===== src/pfbcp_pkg.sv =====
// shared constants and carrier types for the parallel flash host controller
package pfbcp_pkg;
  localparam int ADDR_W = 19;
  localparam int DATA_W = 8;

  // bus timing at 100 MHz (10 ns)
  localparam int CLK_NS       = 10;
  localparam int SETUP_NS     = 20;
  localparam int STROBE_NS    = 50;
  localparam int HOLD_NS      = 20;
  localparam int IDLE_STBY_NS = 150;
  localparam int RESET_ABORT_US = 10;
  localparam int SETUP_CYC    = (SETUP_NS + CLK_NS - 1) / CLK_NS;
  localparam int STROBE_CYC   = (STROBE_NS + CLK_NS - 1) / CLK_NS;
  localparam int HOLD_CYC     = (HOLD_NS + CLK_NS - 1) / CLK_NS;
  localparam int STBY_CYC     = (IDLE_STBY_NS + CLK_NS - 1) / CLK_NS;
  localparam int ABORT_CYC    = (RESET_ABORT_US * 1000 + CLK_NS - 1) / CLK_NS;
  // wide enough for the full abort wait, which is the longest count
  localparam int CNT_W        = 14;

  // command sequence values, only low 11 address bits matter
  localparam logic [10:0] UNLOCK_ADDR1 = 11'h555;
  localparam logic [10:0] UNLOCK_ADDR2 = 11'h2aa;
  localparam logic [7:0]  UNLOCK_DATA1 = 8'haa;
  localparam logic [7:0]  UNLOCK_DATA2 = 8'h55;
  localparam logic [7:0]  CMD_RESET    = 8'hf0;
  localparam logic [7:0]  CMD_IDENT    = 8'h90;
  localparam logic [7:0]  CMD_PROGRAM  = 8'ha0;

  // identification read addresses
  localparam logic [ADDR_W-1:0] ID_MAKER_ADDR = 19'h00000;
  localparam logic [ADDR_W-1:0] ID_PART_ADDR  = 19'h00001;
  localparam logic [ADDR_W-1:0] ID_PROT_ADDR  = 19'h00002;

  typedef enum logic [2:0]
  {
    OP_READ     = 3'h0,
    OP_RESET1   = 3'h1,
    OP_RESET3   = 3'h2,
    OP_IDENT    = 3'h3,
    OP_PROGRAM  = 3'h4,
    OP_ID_READ  = 3'h5
  } pfbcp_op_t;

  typedef struct packed
  {
    pfbcp_op_t         op;
    logic [ADDR_W-1:0] addr;
    logic [DATA_W-1:0] data;
  } pfbcp_req_t;

  typedef struct packed
  {
    logic              chipEnN;
    logic              outEnN;
    logic              writeEnN;
    logic              idLevel;
    logic [ADDR_W-1:0] addressLines;
  } pfbcp_pins_t;
endpackage


===== src/pfbcp_host.sv =====
// host-side controller that drives the parallel flash through its pins
`timescale 1ns/1ps
// What this block does
// - read: address, chip and output enable low, write enable high; sample byte
// - output enable stays high through every write
// - id codes read with elevated level on address bit 9, bit 0 selects
// - program takes four writes; fourth carries target address and data
// - success returns read mode; error keeps status until reset command
module pfbcp_host
(
  // clock and reset
  input  wire logic                        clk,
  input  wire logic                        reset,
  // request side
  input  wire logic                        reqValid,
  input  wire pfbcp_pkg::pfbcp_req_t       req,
  output logic                             reqReady,
  output logic                             rspValid,
  output logic [pfbcp_pkg::DATA_W-1:0]     rspData,
  // flash pins
  output pfbcp_pkg::pfbcp_pins_t           pins,
  output logic [pfbcp_pkg::DATA_W-1:0]     dataLinesOut,
  output logic                             dataLinesOeN,
  input  wire logic [pfbcp_pkg::DATA_W-1:0] dataLinesIn
);
  typedef enum logic [4:0]
  {
    ST_IDLE   = 5'b00001,
    ST_SETUP  = 5'b00010,
    ST_STROBE = 5'b00100,
    ST_HOLD   = 5'b01000,
    ST_WAIT   = 5'b10000
  } pfbcp_state_t;

  pfbcp_state_t                    state_q;
  pfbcp_pkg::pfbcp_req_t           cur_q;
  logic [2:0]                      step_q;
  logic [2:0]                      lastStep;
  logic [pfbcp_pkg::CNT_W-1:0]     cnt_q;
  logic [pfbcp_pkg::DATA_W-1:0]    sync1_q;
  logic [pfbcp_pkg::DATA_W-1:0]    sync2_q;
  logic [pfbcp_pkg::DATA_W-1:0]    rdByte_q;
  logic                            isRead;
  logic [pfbcp_pkg::ADDR_W-1:0]    stepAddr;
  logic [pfbcp_pkg::DATA_W-1:0]    stepData;

  function automatic logic [pfbcp_pkg::CNT_W-1:0] cyc(input int n);
    cyc = pfbcp_pkg::CNT_W'(n - 1);
  endfunction

  assign isRead = (cur_q.op == pfbcp_pkg::OP_READ) || (cur_q.op == pfbcp_pkg::OP_ID_READ);

  // number of bus cycles per operation, last index
  always_comb
  begin
    unique case (cur_q.op)
      pfbcp_pkg::OP_RESET3:  lastStep = 3'h2;
      pfbcp_pkg::OP_IDENT:   lastStep = 3'h2;
      pfbcp_pkg::OP_PROGRAM: lastStep = 3'h3;
      default:               lastStep = 3'h0;
    endcase
  end

  // unlock prefix, command byte, then program address/data
  always_comb
  begin
    stepAddr = {8'h00, pfbcp_pkg::UNLOCK_ADDR1};
    stepData = pfbcp_pkg::CMD_RESET;
    if (isRead || cur_q.op == pfbcp_pkg::OP_RESET1)
    begin
      stepAddr = cur_q.addr;
      stepData = pfbcp_pkg::CMD_RESET;
    end
    else if (step_q == 3'h0)
      stepData = pfbcp_pkg::UNLOCK_DATA1;
    else if (step_q == 3'h1)
    begin
      stepAddr = {8'h00, pfbcp_pkg::UNLOCK_ADDR2};
      stepData = pfbcp_pkg::UNLOCK_DATA2;
    end
    else if (step_q == 3'h2)
    begin
      if (cur_q.op == pfbcp_pkg::OP_IDENT)
        stepData = pfbcp_pkg::CMD_IDENT;
      else if (cur_q.op == pfbcp_pkg::OP_PROGRAM)
        stepData = pfbcp_pkg::CMD_PROGRAM;
      else
        stepData = pfbcp_pkg::CMD_RESET;  // clears a latched program error
    end
    else
    begin
      stepAddr = cur_q.addr;
      stepData = cur_q.data;
    end
  end

  // read data from the pins crosses in through two flops
  always_ff @(posedge clk)
  begin
    sync1_q <= dataLinesIn;
    sync2_q <= sync1_q;
  end

  // sequencer
  always_ff @(posedge clk)
  begin
    if (reset)
    begin
      state_q <= ST_IDLE;
      cur_q   <= '0;
      step_q  <= 3'h0;
      cnt_q   <= '0;
    end
    else
    begin
      unique case (state_q)
        ST_IDLE:
        begin
          if (reqValid)
          begin
            cur_q   <= req;
            step_q  <= 3'h0;
            cnt_q   <= cyc(pfbcp_pkg::SETUP_CYC);
            state_q <= ST_SETUP;
          end
        end
        ST_SETUP:
        begin
          // address settles before the falling strobe edge
          if (cnt_q == '0)
          begin
            cnt_q   <= cyc(pfbcp_pkg::STROBE_CYC);
            state_q <= ST_STROBE;
          end
          else
            cnt_q <= cnt_q - 1'b1;
        end
        ST_STROBE:
        begin
          // reads allow extra cycles for the two-flop input path
          if (cnt_q == '0)
          begin
            cnt_q   <= isRead ? cyc(pfbcp_pkg::HOLD_CYC + 2) : cyc(pfbcp_pkg::HOLD_CYC);
            state_q <= ST_HOLD;
          end
          else
            cnt_q <= cnt_q - 1'b1;
        end
        ST_HOLD:
        begin
          // data stays put past the rising strobe edge
          if (cnt_q != '0)
            cnt_q <= cnt_q - 1'b1;
          else if (step_q != lastStep)
          begin
            step_q  <= step_q + 3'h1;  // whole sequence, broken only by reset
            cnt_q   <= cyc(pfbcp_pkg::SETUP_CYC);
            state_q <= ST_SETUP;
          end
          else if (cur_q.op == pfbcp_pkg::OP_RESET1 || cur_q.op == pfbcp_pkg::OP_RESET3)
          begin
            cnt_q   <= cyc(pfbcp_pkg::ABORT_CYC);
            state_q <= ST_WAIT;
          end
          else
            state_q <= ST_IDLE;
        end
        ST_WAIT:
        begin
          if (cnt_q == '0)
            state_q <= ST_IDLE;
          else
            cnt_q <= cnt_q - 1'b1;
        end
      endcase
    end
  end

  // pin drive, all registered
  always_ff @(posedge clk)
  begin
    if (reset)
    begin
      pins.chipEnN      <= 1'b1;
      pins.outEnN       <= 1'b1;
      pins.writeEnN     <= 1'b1;
      pins.idLevel      <= 1'b0;
      pins.addressLines <= '0;
      dataLinesOut      <= '0;
      dataLinesOeN      <= 1'b1;
    end
    else
    begin
      pins.addressLines <= stepAddr;
      dataLinesOut      <= stepData;
      pins.idLevel      <= (state_q != ST_IDLE) && (state_q != ST_WAIT) &&
                           (cur_q.op == pfbcp_pkg::OP_ID_READ);
      pins.chipEnN      <= !((state_q == ST_SETUP) || (state_q == ST_STROBE));
      pins.writeEnN     <= !((state_q == ST_STROBE) && !isRead);
      pins.outEnN       <= !((state_q == ST_STROBE) && isRead);
      // drive data only on writes, when the device has released the lines
      dataLinesOeN      <= !(((state_q == ST_SETUP) || (state_q == ST_STROBE) ||
                              (state_q == ST_HOLD)) && !isRead);
    end
  end

  // handshake and read answer
  always_ff @(posedge clk)
  begin
    if (reset)
    begin
      reqReady <= 1'b0;
      rspValid <= 1'b0;
      rspData  <= '0;
      rdByte_q <= '0;
    end
    else
    begin
      reqReady <= (state_q == ST_IDLE) && !reqValid;
      rspValid <= 1'b0;
      // sync2 lags the pins by two edges; later it shows released lines
      if (state_q == ST_HOLD && isRead && cnt_q == cyc(2))
        rdByte_q <= sync2_q;
      if (state_q == ST_HOLD && cnt_q == '0 && step_q == lastStep)
      begin
        rspValid <= 1'b1;
        // status, id or array byte as the device's mode dictates
        rspData  <= isRead ? rdByte_q : '0;
      end
    end
  end
endmodule


===== config.mk =====
export PLATFORM = sky130hd
export DESIGN_NAME = pfbcp_host
export DESIGN_NICKNAME = d
export VERILOG_FILES = /design/src/pfbcp_pkg.sv /design/src/pfbcp_host.sv
export SDC_FILE = /design/constraint.sdc
export NUM_CORES = 1
export LEC_CHECK = 0
export BUFFER_PORTS_ARGS = -buffer_cell sky130_fd_sc_hd__buf_2
export CELL_PAD_IN_SITES_DETAIL_PLACEMENT = 1
export CELL_PAD_IN_SITES_GLOBAL_PLACEMENT = 2
export CORE_MARGIN = 2
export CORE_UTILIZATION = 33
export DETAILED_ROUTE_END_ITERATION = 8
export PLACE_DENSITY = 0.78
export SLEW_MARGIN = 20
export SYNTH_ARGS = -nofsm -noshare
export SYNTH_HDL_FRONTEND = slang
export SYNTH_SLANG_ARGS = --single-unit

===== constraint.sdc =====
create_clock -name clk -period 2.6 [get_ports clk]
set_input_delay 0.52 -clock clk [delete_from_list [all_inputs] [get_ports clk]]
set_output_delay 0.52 -clock clk [all_outputs]
set_load 0.01 [all_outputs]

**Yosys cells after proc, flatten, opt, wreduce, memory -nomap -nowiden**

Index checks and enable logic that the tools add are counted.

- Register bits: 118
- Logic and storage cells: 115

- Add/subtract/negate cells: 2
- Eq/ne operators: 25
- Mux-type cells: 34
- Reductions and logical operators: 33

Operators with widths:

| kind | number |
|---|---|
| 14-bit 2-to-1 mux | 7 |
| 19-bit 2-to-1 mux | 4 |
| 14-bit one-hot mux with 5 select lines | 1 |
| 8-bit 2-to-1 mux | 5 |
| 5-bit 2-to-1 mux | 7 |
| 5-bit one-hot mux with 5 select lines | 1 |
| 14-bit by 1-bit == test with 1-bit output, second input constant | 1 |
| 14-bit zero test | 1 |
| 7-bit 2-to-1 mux | 2 |
| 14-bit nonzero test | 1 |
| 14-bit by 1-bit subtractor with 14-bit output, second input constant | 1 |
| 1-bit logical AND | 10 |
| 2-bit inequality test, second input constant | 5 |
| 3-bit by 2-bit == test with 1-bit output, second input constant | 3 |
| 3-bit 2-to-1 mux | 3 |
| 3-bit by 1-bit == test with 1-bit output, second input constant | 2 |
| 3-bit == test, second input constant | 2 |
| 1-bit zero test | 6 |
| 3-bit zero test | 2 |
| 3-bit one-hot mux with 2 select lines | 1 |
| 5-bit by 1-bit == test with 1-bit output, second input constant | 1 |
| 5-bit by 2-bit == test with 1-bit output, second input constant | 1 |
| 5-bit by 3-bit == test with 1-bit output, second input constant | 1 |
| 5-bit by 4-bit == test with 1-bit output, second input constant | 1 |
| 19 further kinds | 25 |

**Longest topological paths before layout**

Gate-level depths: netlist of the first run.

- Depth after elaboration: 7
- Gate-level depth with buffers: 9
- Mapped depth without buffers: 8

**Least setup slack after synthesis of the first run**

No wires, ideal clock.

- Path kind: register to register
- From: reg cnt_q[2] (netlist name)
- To: reg cnt_q[6] (netlist name)
- Setup time: 0.128 ns
- Arrival time: 2.208 ns
- Required time: 2.472 ns
- Path slack: 0.264 ns
- Cell stages (with the launch flop): 8
- Buffers on the path: 1
- Period minus slack after synthesis: 2.336 ns
- Cells stage by stage: dfxtp_1 -> buf_6 -> or4_4 -> or4_4 -> nor3_4 -> a21oi_2 -> a41oi_1 -> a21oi_1

- Longest elaborated chain between the ends: 3
- Elaborated cells between the ends (all ways): 11
- Those cells by class: add/sub (1); eq/ne (2); mux (5); reduce/logical (3)

Ends and longest elaborated chain:

| item | line | RTL |
|---|---|---|
| start, declared | pfbcp_host.sv:39 | `logic [pfbcp_pkg::CNT_W-1:0] cnt_q;` |
| start signal, assigned | pfbcp_host.sv:123 | `cnt_q <= cyc(pfbcp_pkg::SETUP_CYC);` |
| start signal, assigned | pfbcp_host.sv:132 | `cnt_q <= cyc(pfbcp_pkg::STROBE_CYC);` |
| start signal, assigned | pfbcp_host.sv:136 | `cnt_q <= cnt_q - 1'b1;` |
| 14-bit by 1-bit subtractor with 14-bit output (tied with other cells) | -- |  |
| 14-bit 2-to-1 mux (tied with other cells) | pfbcp_host.sv:170 | `if (cnt_q == '0)` |
| 14-bit one-hot mux with 5 select lines or 3-bit AND reduction (tied branches) | -- |  |

Several ways; a longest one is shown, not always the timed one. The select of a mux whose other input is x is not followed.
A chain may end at the register's enable or synchronous reset.

**Final worst setup path of the first run**

- From: reg cur_q[27] (netlist name)
- To: reg rspData[7] (netlist name)

- Longest elaborated chain between the ends: 5
- Elaborated cells between the ends (all ways): 11
- Those cells by class: eq/ne (5); mux (2); reduce/logical (4)

Ends and longest elaborated chain:

| item | line | RTL |
|---|---|---|
| start, declared | pfbcp_host.sv:36 | `pfbcp_pkg::pfbcp_req_t cur_q;` |
| start signal, assigned | pfbcp_host.sv:121 | `cur_q <= req;` |
| 3-bit by 2-bit == test with 1-bit output | pfbcp_host.sv:56 | `unique case (cur_q.op)` |
| 2-bit OR reduction (no line) | -- |  |
| 2-bit one-hot mux with 2 select lines | pfbcp_host.sv:56 |  |
| 3-bit == test | pfbcp_host.sv:224 | `if (state_q == ST_HOLD && cnt_q == '0 && step_q == lastStep)` |
| 1-bit logical AND | pfbcp_host.sv:224 |  |
| end signal, assigned | pfbcp_host.sv:228 | `rspData <= isRead ? rdByte_q : '0;` |
| end, declared | pfbcp_host.sv:19 | `output logic [pfbcp_pkg::DATA_W-1:0] rspData,` |

Several ways; a longest one is shown, not always the timed one.

==> results of run 1 <==
[layout make-up]
class	instances	share of cell area
clock inverters	15	0.0253
flip-flops and latches	118	0.405
clock buffers	17	0.0730
well taps	180	0.0386
inverters	11	0.00708
multi-input cells	356	0.353
repair buffers	103	0.0975
[kinds of logic (layout without fill, tap and decap cells)]
kind of cell,count (synthesis),count (layout),synth area share
adder cells (fa/ha/maj),7,7,0.0191
flip-flops,118,118,0.516
buffers and inverters,36,146,0.0352
multiplexers,9,9,0.0197
AND/OR/NAND/NOR,214,214,0.233
XOR/XNOR,8,8,0.0153
AO/OA/AOI/OAI,118,118,0.162
[metrics by stage]
step	worst slack, ps	power, uW	hold WS, ps	instances
after floorplan	264	3130	310	510
after global placement	126	3630	311	767
after detailed placement	52.9	3660	314	767
after CTS	30.1	5950	177	799
after global routing	21.2	6200	184	800
final	166	5860	201	800
[flip-flops by register name (all words and copies together), names as in the netlist, 3 cells and up]
register and flops:
sync1_q 8, state_q 5, rdByte_q 8, sync2_q 8, step_q 3, cur_q 30
pins 23, rspData 8, cnt_q 14, dataLinesOut 8
[power by group]
part / switching, uW / internal, uW
registers: 123 / 1970
logic: 920 / 611
clock network: 902 / 1340
total: 1950 / 3920
[Yosys cell counts, types with 6 or more instances]
cell type,n,area share
inv_1,11,0.0090
o21ai_0,7,0.0076
nand2_1,76,0.062
a21oi_1,58,0.063
nor3_1,13,0.014
ha_1,7,0.019
nand2b_1,6,0.0082
clkbuf_1,21,0.017
nor2_1,54,0.044
mux2i_1,9,0.020
a22o_1,8,0.015
o31ai_1,6,0.0098
and2_1,9,0.012
or3_1,7,0.0096
dfxtp_1,118,0.52
a31oi_1,7,0.0096
a21o_1,8,0.013
[critical path: cells and delay by family (launching register included)]
family | cells | cell delay, ps
AO/OA/AOI/OAI | 2 | 300
flip-flops | 1 | 380
AND/OR/NAND/NOR | 4 | 1500
buffers and inverters | 1 | 190
[path summary, 6_finish.rpt]
kind,startpoint,to,slack [ps]
hold reg to reg,sync1_q[2]$_DFF_P_,sync2_q[2]$_DFF_P_,330
setup / recovery,cur_q[27]$_SDFFE_PP0P_,rspData[7]$_SDFFE_PP0P_,170
hold / removal,dataLinesIn[7],sync1_q[7]$_DFF_P_,200
setup reg to reg,cur_q[27]$_SDFFE_PP0P_,rspData[7]$_SDFFE_PP0P_,170
[per-layer routing]
layer / part of all wire / wire (um)
met1: 0.43 / 5440
met4: 0.031 / 391
met3: 0.056 / 713
met5: 0 / 0
met2: 0.49 / 6200
==> flow_summary.ini, run 1 <==
[timing]
min_period_ps = 2430
worstMarginPinSlew_ps = 1000
maxSlewHeadroom = 0.327
fin_setup_tns_ps = 0
grt_setup_unrepaired = false
fmax_mhz = 411
maxSlewViolCount = 0
fin_skew_ps = 8.82
finalSetupViolations = 0
timing.final.crit_share = 0.936
hold_viol_final = 0

[place]
port_buffers = 82
dp_hpwl_mm = 9.23
placed_area_mm2 = 0.00525
gp_congestion = 0.820

[clock_network]
postCtsSetupBuffers = 0
clock-sinks = 118
cts_made_buffers = 17
clk_latency_ps = 420
clk_path_buf_depth = 2
cts_tree = built
cts_max_level = 4
cts.repair.resized = 0
path_clk_slew_ps = 60
cts-root-buf = clkbuf_16
holdBufCountCts = 0

[route]
wl_per_cell_um = 15.9
wirelength_mm = 12.8
via_count = 3978
vias_per_cell = 4.97
drc = 0
dr.pass1.iters = 4
drt-initial-drc-count = 187
ant_nets = 0

[global_routing]
grt_pass1_vias = 4343
grt_pass1_wl_mm = 21.3
grt_max_degree = 36
top_usage_layer = met2
antenna_found_initial = 0
use_met3 = 0.0609
track_usage = 0.186
grt_use_met2 = 0.314
overflow = 0
grtUsageMet1 = 0.207

[critical_path]
worstSetupStartpointType = flip-flop
worstPathCellList = nor3b_1 > a21oi_1 > or4_1 > or2_1 > nor4_4 > buf_4 > a22o_1
critPathRequiredTime_ps = 2960
worstSetupPathType = flip-flop to flip-flop
cp_slowest_cell = or4_1
max_stage_delay_ps = 500
reg2reg_depth = 7
worstPathArrival_ps = 2790
cp-end-kind = flip-flop
cp_max_fo = 8

[synthesis]
yosysSeqAreaShare = 0.516
async_reset_ff_frac = 0
ys.flop_type = dfxtp_1
syn_nets = 558
ys_ff_latch = 118
synth_warnings = 0
syn_avg_cell_area_um2 = 8.98
synth_cell_types = 60
syn_inst = 510
syn_area_mm2 = 0.00458
synth_edf_count = 0

[final_layout]
layout_commonest_cell = dfxtp_1
num_antenna_cells = 0
seq_area_mm2 = 0.00236
fillers = 1629
final_nets = 655
final_util = 0.425
multiInputGateArea_mm2 = 0.00206
drive_gt1_frac = 0.244
fin_area_mm2 = 0.00583
area.growth.synth_to_final_pct = 27.2
final_cell_mix = dfxtp_1 (118), buf_2 (82), nand2_1 (76)

[run_status]
status = completed

[worst_hold_path]
hold_class = primary input to flip-flop
whs_path_depth = 1

[die]
boundaryPins = 83
core_area_mm2 = 0.0137
fp.dieW_um = 122
die_y_um = 122
die_area_mm2 = 0.0148
rows = 43
initial_core_util = 0.334

[pwr]
ir_drop_mv = 0.478
power.density_mw_per_mm2 = 1010
p_leak_uw = 0.00245

[job]
maxCapViolations = 0
Note: power is estimated with default switching activity, not from simulation.
==> run 2: changes to the inputs <==
--- a/config.mk
+++ b/config.mk
@@ -5,13 +5,14 @@
 export SDC_FILE = /design/constraint.sdc
 export NUM_CORES = 1
 export LEC_CHECK = 0
+export ABC_AREA = 1
 export BUFFER_PORTS_ARGS = -buffer_cell sky130_fd_sc_hd__buf_2
 export CELL_PAD_IN_SITES_DETAIL_PLACEMENT = 1
 export CELL_PAD_IN_SITES_GLOBAL_PLACEMENT = 2
 export CORE_MARGIN = 2
-export CORE_UTILIZATION = 33
+export CORE_UTILIZATION = 32
 export DETAILED_ROUTE_END_ITERATION = 8
-export PLACE_DENSITY = 0.78
+export PLACE_DENSITY = 0.77
 export SLEW_MARGIN = 20
 export SYNTH_ARGS = -nofsm -noshare
 export SYNTH_HDL_FRONTEND = slang
==> run 2 against run 1 <==
  * Wire length grew 19%
  * Setup slack gained 390 ps
  * Register-to-register slack gained 390 ps
  * Count of clock-buffer cells in the layout grew 1
  * Clock skew grew 2.2 ps
  * Global-route usage grew 0.89 points
  * Area after synthesis grew 9.9%
  * First-iteration DRC count grew 16%
  * Highest routed layer unchanged
==> flow_summary.ini, run 2 <==
[final_layout]
final_cell_mix = nand2_1 (139), dfxtp_1 (118), buf_2 (82)
seq_area_mm2 = 0.00236
area.growth.synth_to_final_pct = 24.3
reg.largest.list = cur_q x30, pins x23, cnt_q x14
drive_gt1_frac = 0.220
final_util = 0.409
fin_cells = 970
num_antenna_cells = 0
largest_reg_flops = 30
multiInputGateArea_mm2 = 0.00227
final_nets = 794
top_register = cur_q
fillers = 1963
layout_commonest_cell = nand2_1

[place]
port_buffers = 82
placed_cells = 938
dp_hpwl_mm = 10.7
gp_congestion = 0.808

[synthesis]
netlist_top_cells_count = nand2_1 (139), dfxtp_1 (118), inv_1 (61)
syn_inst = 657
ys.flop_type = dfxtp_1
yosys.cell_count.top_type = nand2_1
yosysTopAreaCell = dfxtp_1
synth_edf_count = 0
syn_area_mm2 = 0.00504
synth_cell_types = 39
syn_avg_cell_area_um2 = 7.67
yosys.area.top_type_share = 0.469
syn_nets = 705
yosysSeqAreaShare = 0.469
synth_warnings = 0
ys_ff_latch = 118
synth_area_leaders = dfxtp_1 (47%), nand2_1 (10%), o21ai_0 (6.0%), a21oi_1 (5.3%), inv_1 (4.5%)
async_reset_ff_frac = 0

[critical_path]
cp_top_family = compound AO/OA/AOI/OAI gates
cp_slowest_cell = a21oi_1
worstPathArrival_ps = 2310
reg2reg_depth = 6
worstSetupStartpointType = flip-flop
critPathRequiredTime_ps = 2860
crit_start = step_q[1]$_SDFFE_PP0P_
cp.buffers_inverters = 1
cp-end-kind = flip-flop
cp_max_fo = 9
max_stage_delay_ps = 670
crit_cells = 6
worstSetupPathType = flip-flop to flip-flop
worstPathCellList = ha_1 > nand2_1 > inv_1 > nor2_1 > a21oi_1 > nor3_1
r2r_start = step_q[1]$_SDFFE_PP0P_

[timing]
fmax_mhz = 489
timing.final.crit_share = 0.787
fin_skew_ps = 11.0
worstMarginPinSlew_ps = 823
hold_viol_final = 0
grt_setup_unrepaired = false
finalSetupViolations = 0
min_period_ps = 2050
maxSlewHeadroom = 0.452
fin_setup_tns_ps = 0
maxSlewViolCount = 0

[die]
fp.dieW_um = 129
initial_core_util = 0.329
rows = 45
boundaryPins = 83
die_area_mm2 = 0.0168
die_y_um = 129
core_area_mm2 = 0.0153

[job]
maxCapViolations = 0

[clock_network]
postCtsSetupBuffers = 0
path_clk_slew_ps = 60
clk_latency_ps = 420
cts_tree = built
cts_made_buffers = 17
clock-sinks = 118
cts_max_level = 4
clk_path_buf_depth = 2
cts.repair.resized = 0
holdBufCountCts = 0
cts-root-buf = clkbuf_16

[pwr]
comb_power_share = 0.334
p_sw_uw = 2650
internal_power_uw = 4100
ir_drop_mv = 0.532
p_seq_frac = 0.324
power.density_mw_per_mm2 = 1080
p_sw_frac = 0.393
clkPwrFrac = 0.342
p_leak_uw = 0.00272

[route]
drc = 0
drt-initial-drc-count = 216
wirelength_mm = 15.2
ant_nets = 0
dr.pass1.iters = 4
vias_per_cell = 4.90
wl_per_cell_um = 15.7
via_count = 4751

[global_routing]
grt_pass1_wl_mm = 25.5
overflow = 0
grt_max_degree = 50
antenna_found_initial = 0
grt_pass1_vias = 5071
track_usage = 0.195

[worst_hold_path]
hp-start = dataLinesIn[3]
hold_class = primary input to flip-flop
whs_path_depth = 1

[run_status]
status = completed
==> run 2: cell count changes after synthesis, moves of 11 or more <==
cell / delta
nand3_1: +40
a21oi_2: +11
inv_1: +50
o21ai_0: +53
nand2_1: +63
==> run 2: final cells by class <==
type / count / area share
repair buffers: 97 / 0.0835
multi-input cells: 444 / 0.362
inverters: 68 / 0.0416
well taps: 211 / 0.0422
flip-flops and latches: 118 / 0.377
clock buffers: 18 / 0.0702
clock inverters: 14 / 0.0228
==> run 2: worst paths after layout <==
path                                       endpoint  slack (ps)
worst max-delay path            pins[18]$_SDFF_PP0_         550
worst min-delay path             sync1_q[3]$_DFF_P_         200
worst max register to register  pins[18]$_SDFF_PP0_         550
worst min register to register   sync2_q[5]$_DFF_P_         330
==> run 2: power by group through the flow <==
stage,clock network (uW),registers [uW],logic (uW)
2_1_floorplan,0,2230,1640
3_3_place_gp,0,2220,2200
3_5_place_dp,0,2230,2250
4_1_cts,2350,2200,2280
5_1_grt,2440,2220,2570
6_report,2310,2190,2260
==> run 2: routing by layer <==
metal  track usage  share of wire
met3        0.0467          0.032
met2         0.316           0.47
met5             0              0
met4        0.0626          0.012
met1         0.258           0.49
==> run 2: logic make-up (layout without fill, tap and decap cells) <==
group | after synthesis | after routing | synth area share
flops | 118 | 118 | 0.469
xor+xnor | 6 | 6 | 0.0104
compound gates | 151 | 151 | 0.174
simple gates | 280 | 280 | 0.248
buf+inv | 95 | 197 | 0.0807
fa+ha+maj | 7 | 7 | 0.0174
==> run 2: metrics by stage <==
step	total power, uW	hold slack (ps)	setup WS, ps	area, um^2
2_1_floorplan	3870	310	931	5040
5_1_grt	7230	181	381	6260
4_1_cts	6820	186	529	6260
3_5_place_dp	4480	313	555	5680
3_3_place_gp	4420	312	620	5680
6_report	6760	202	555	6260
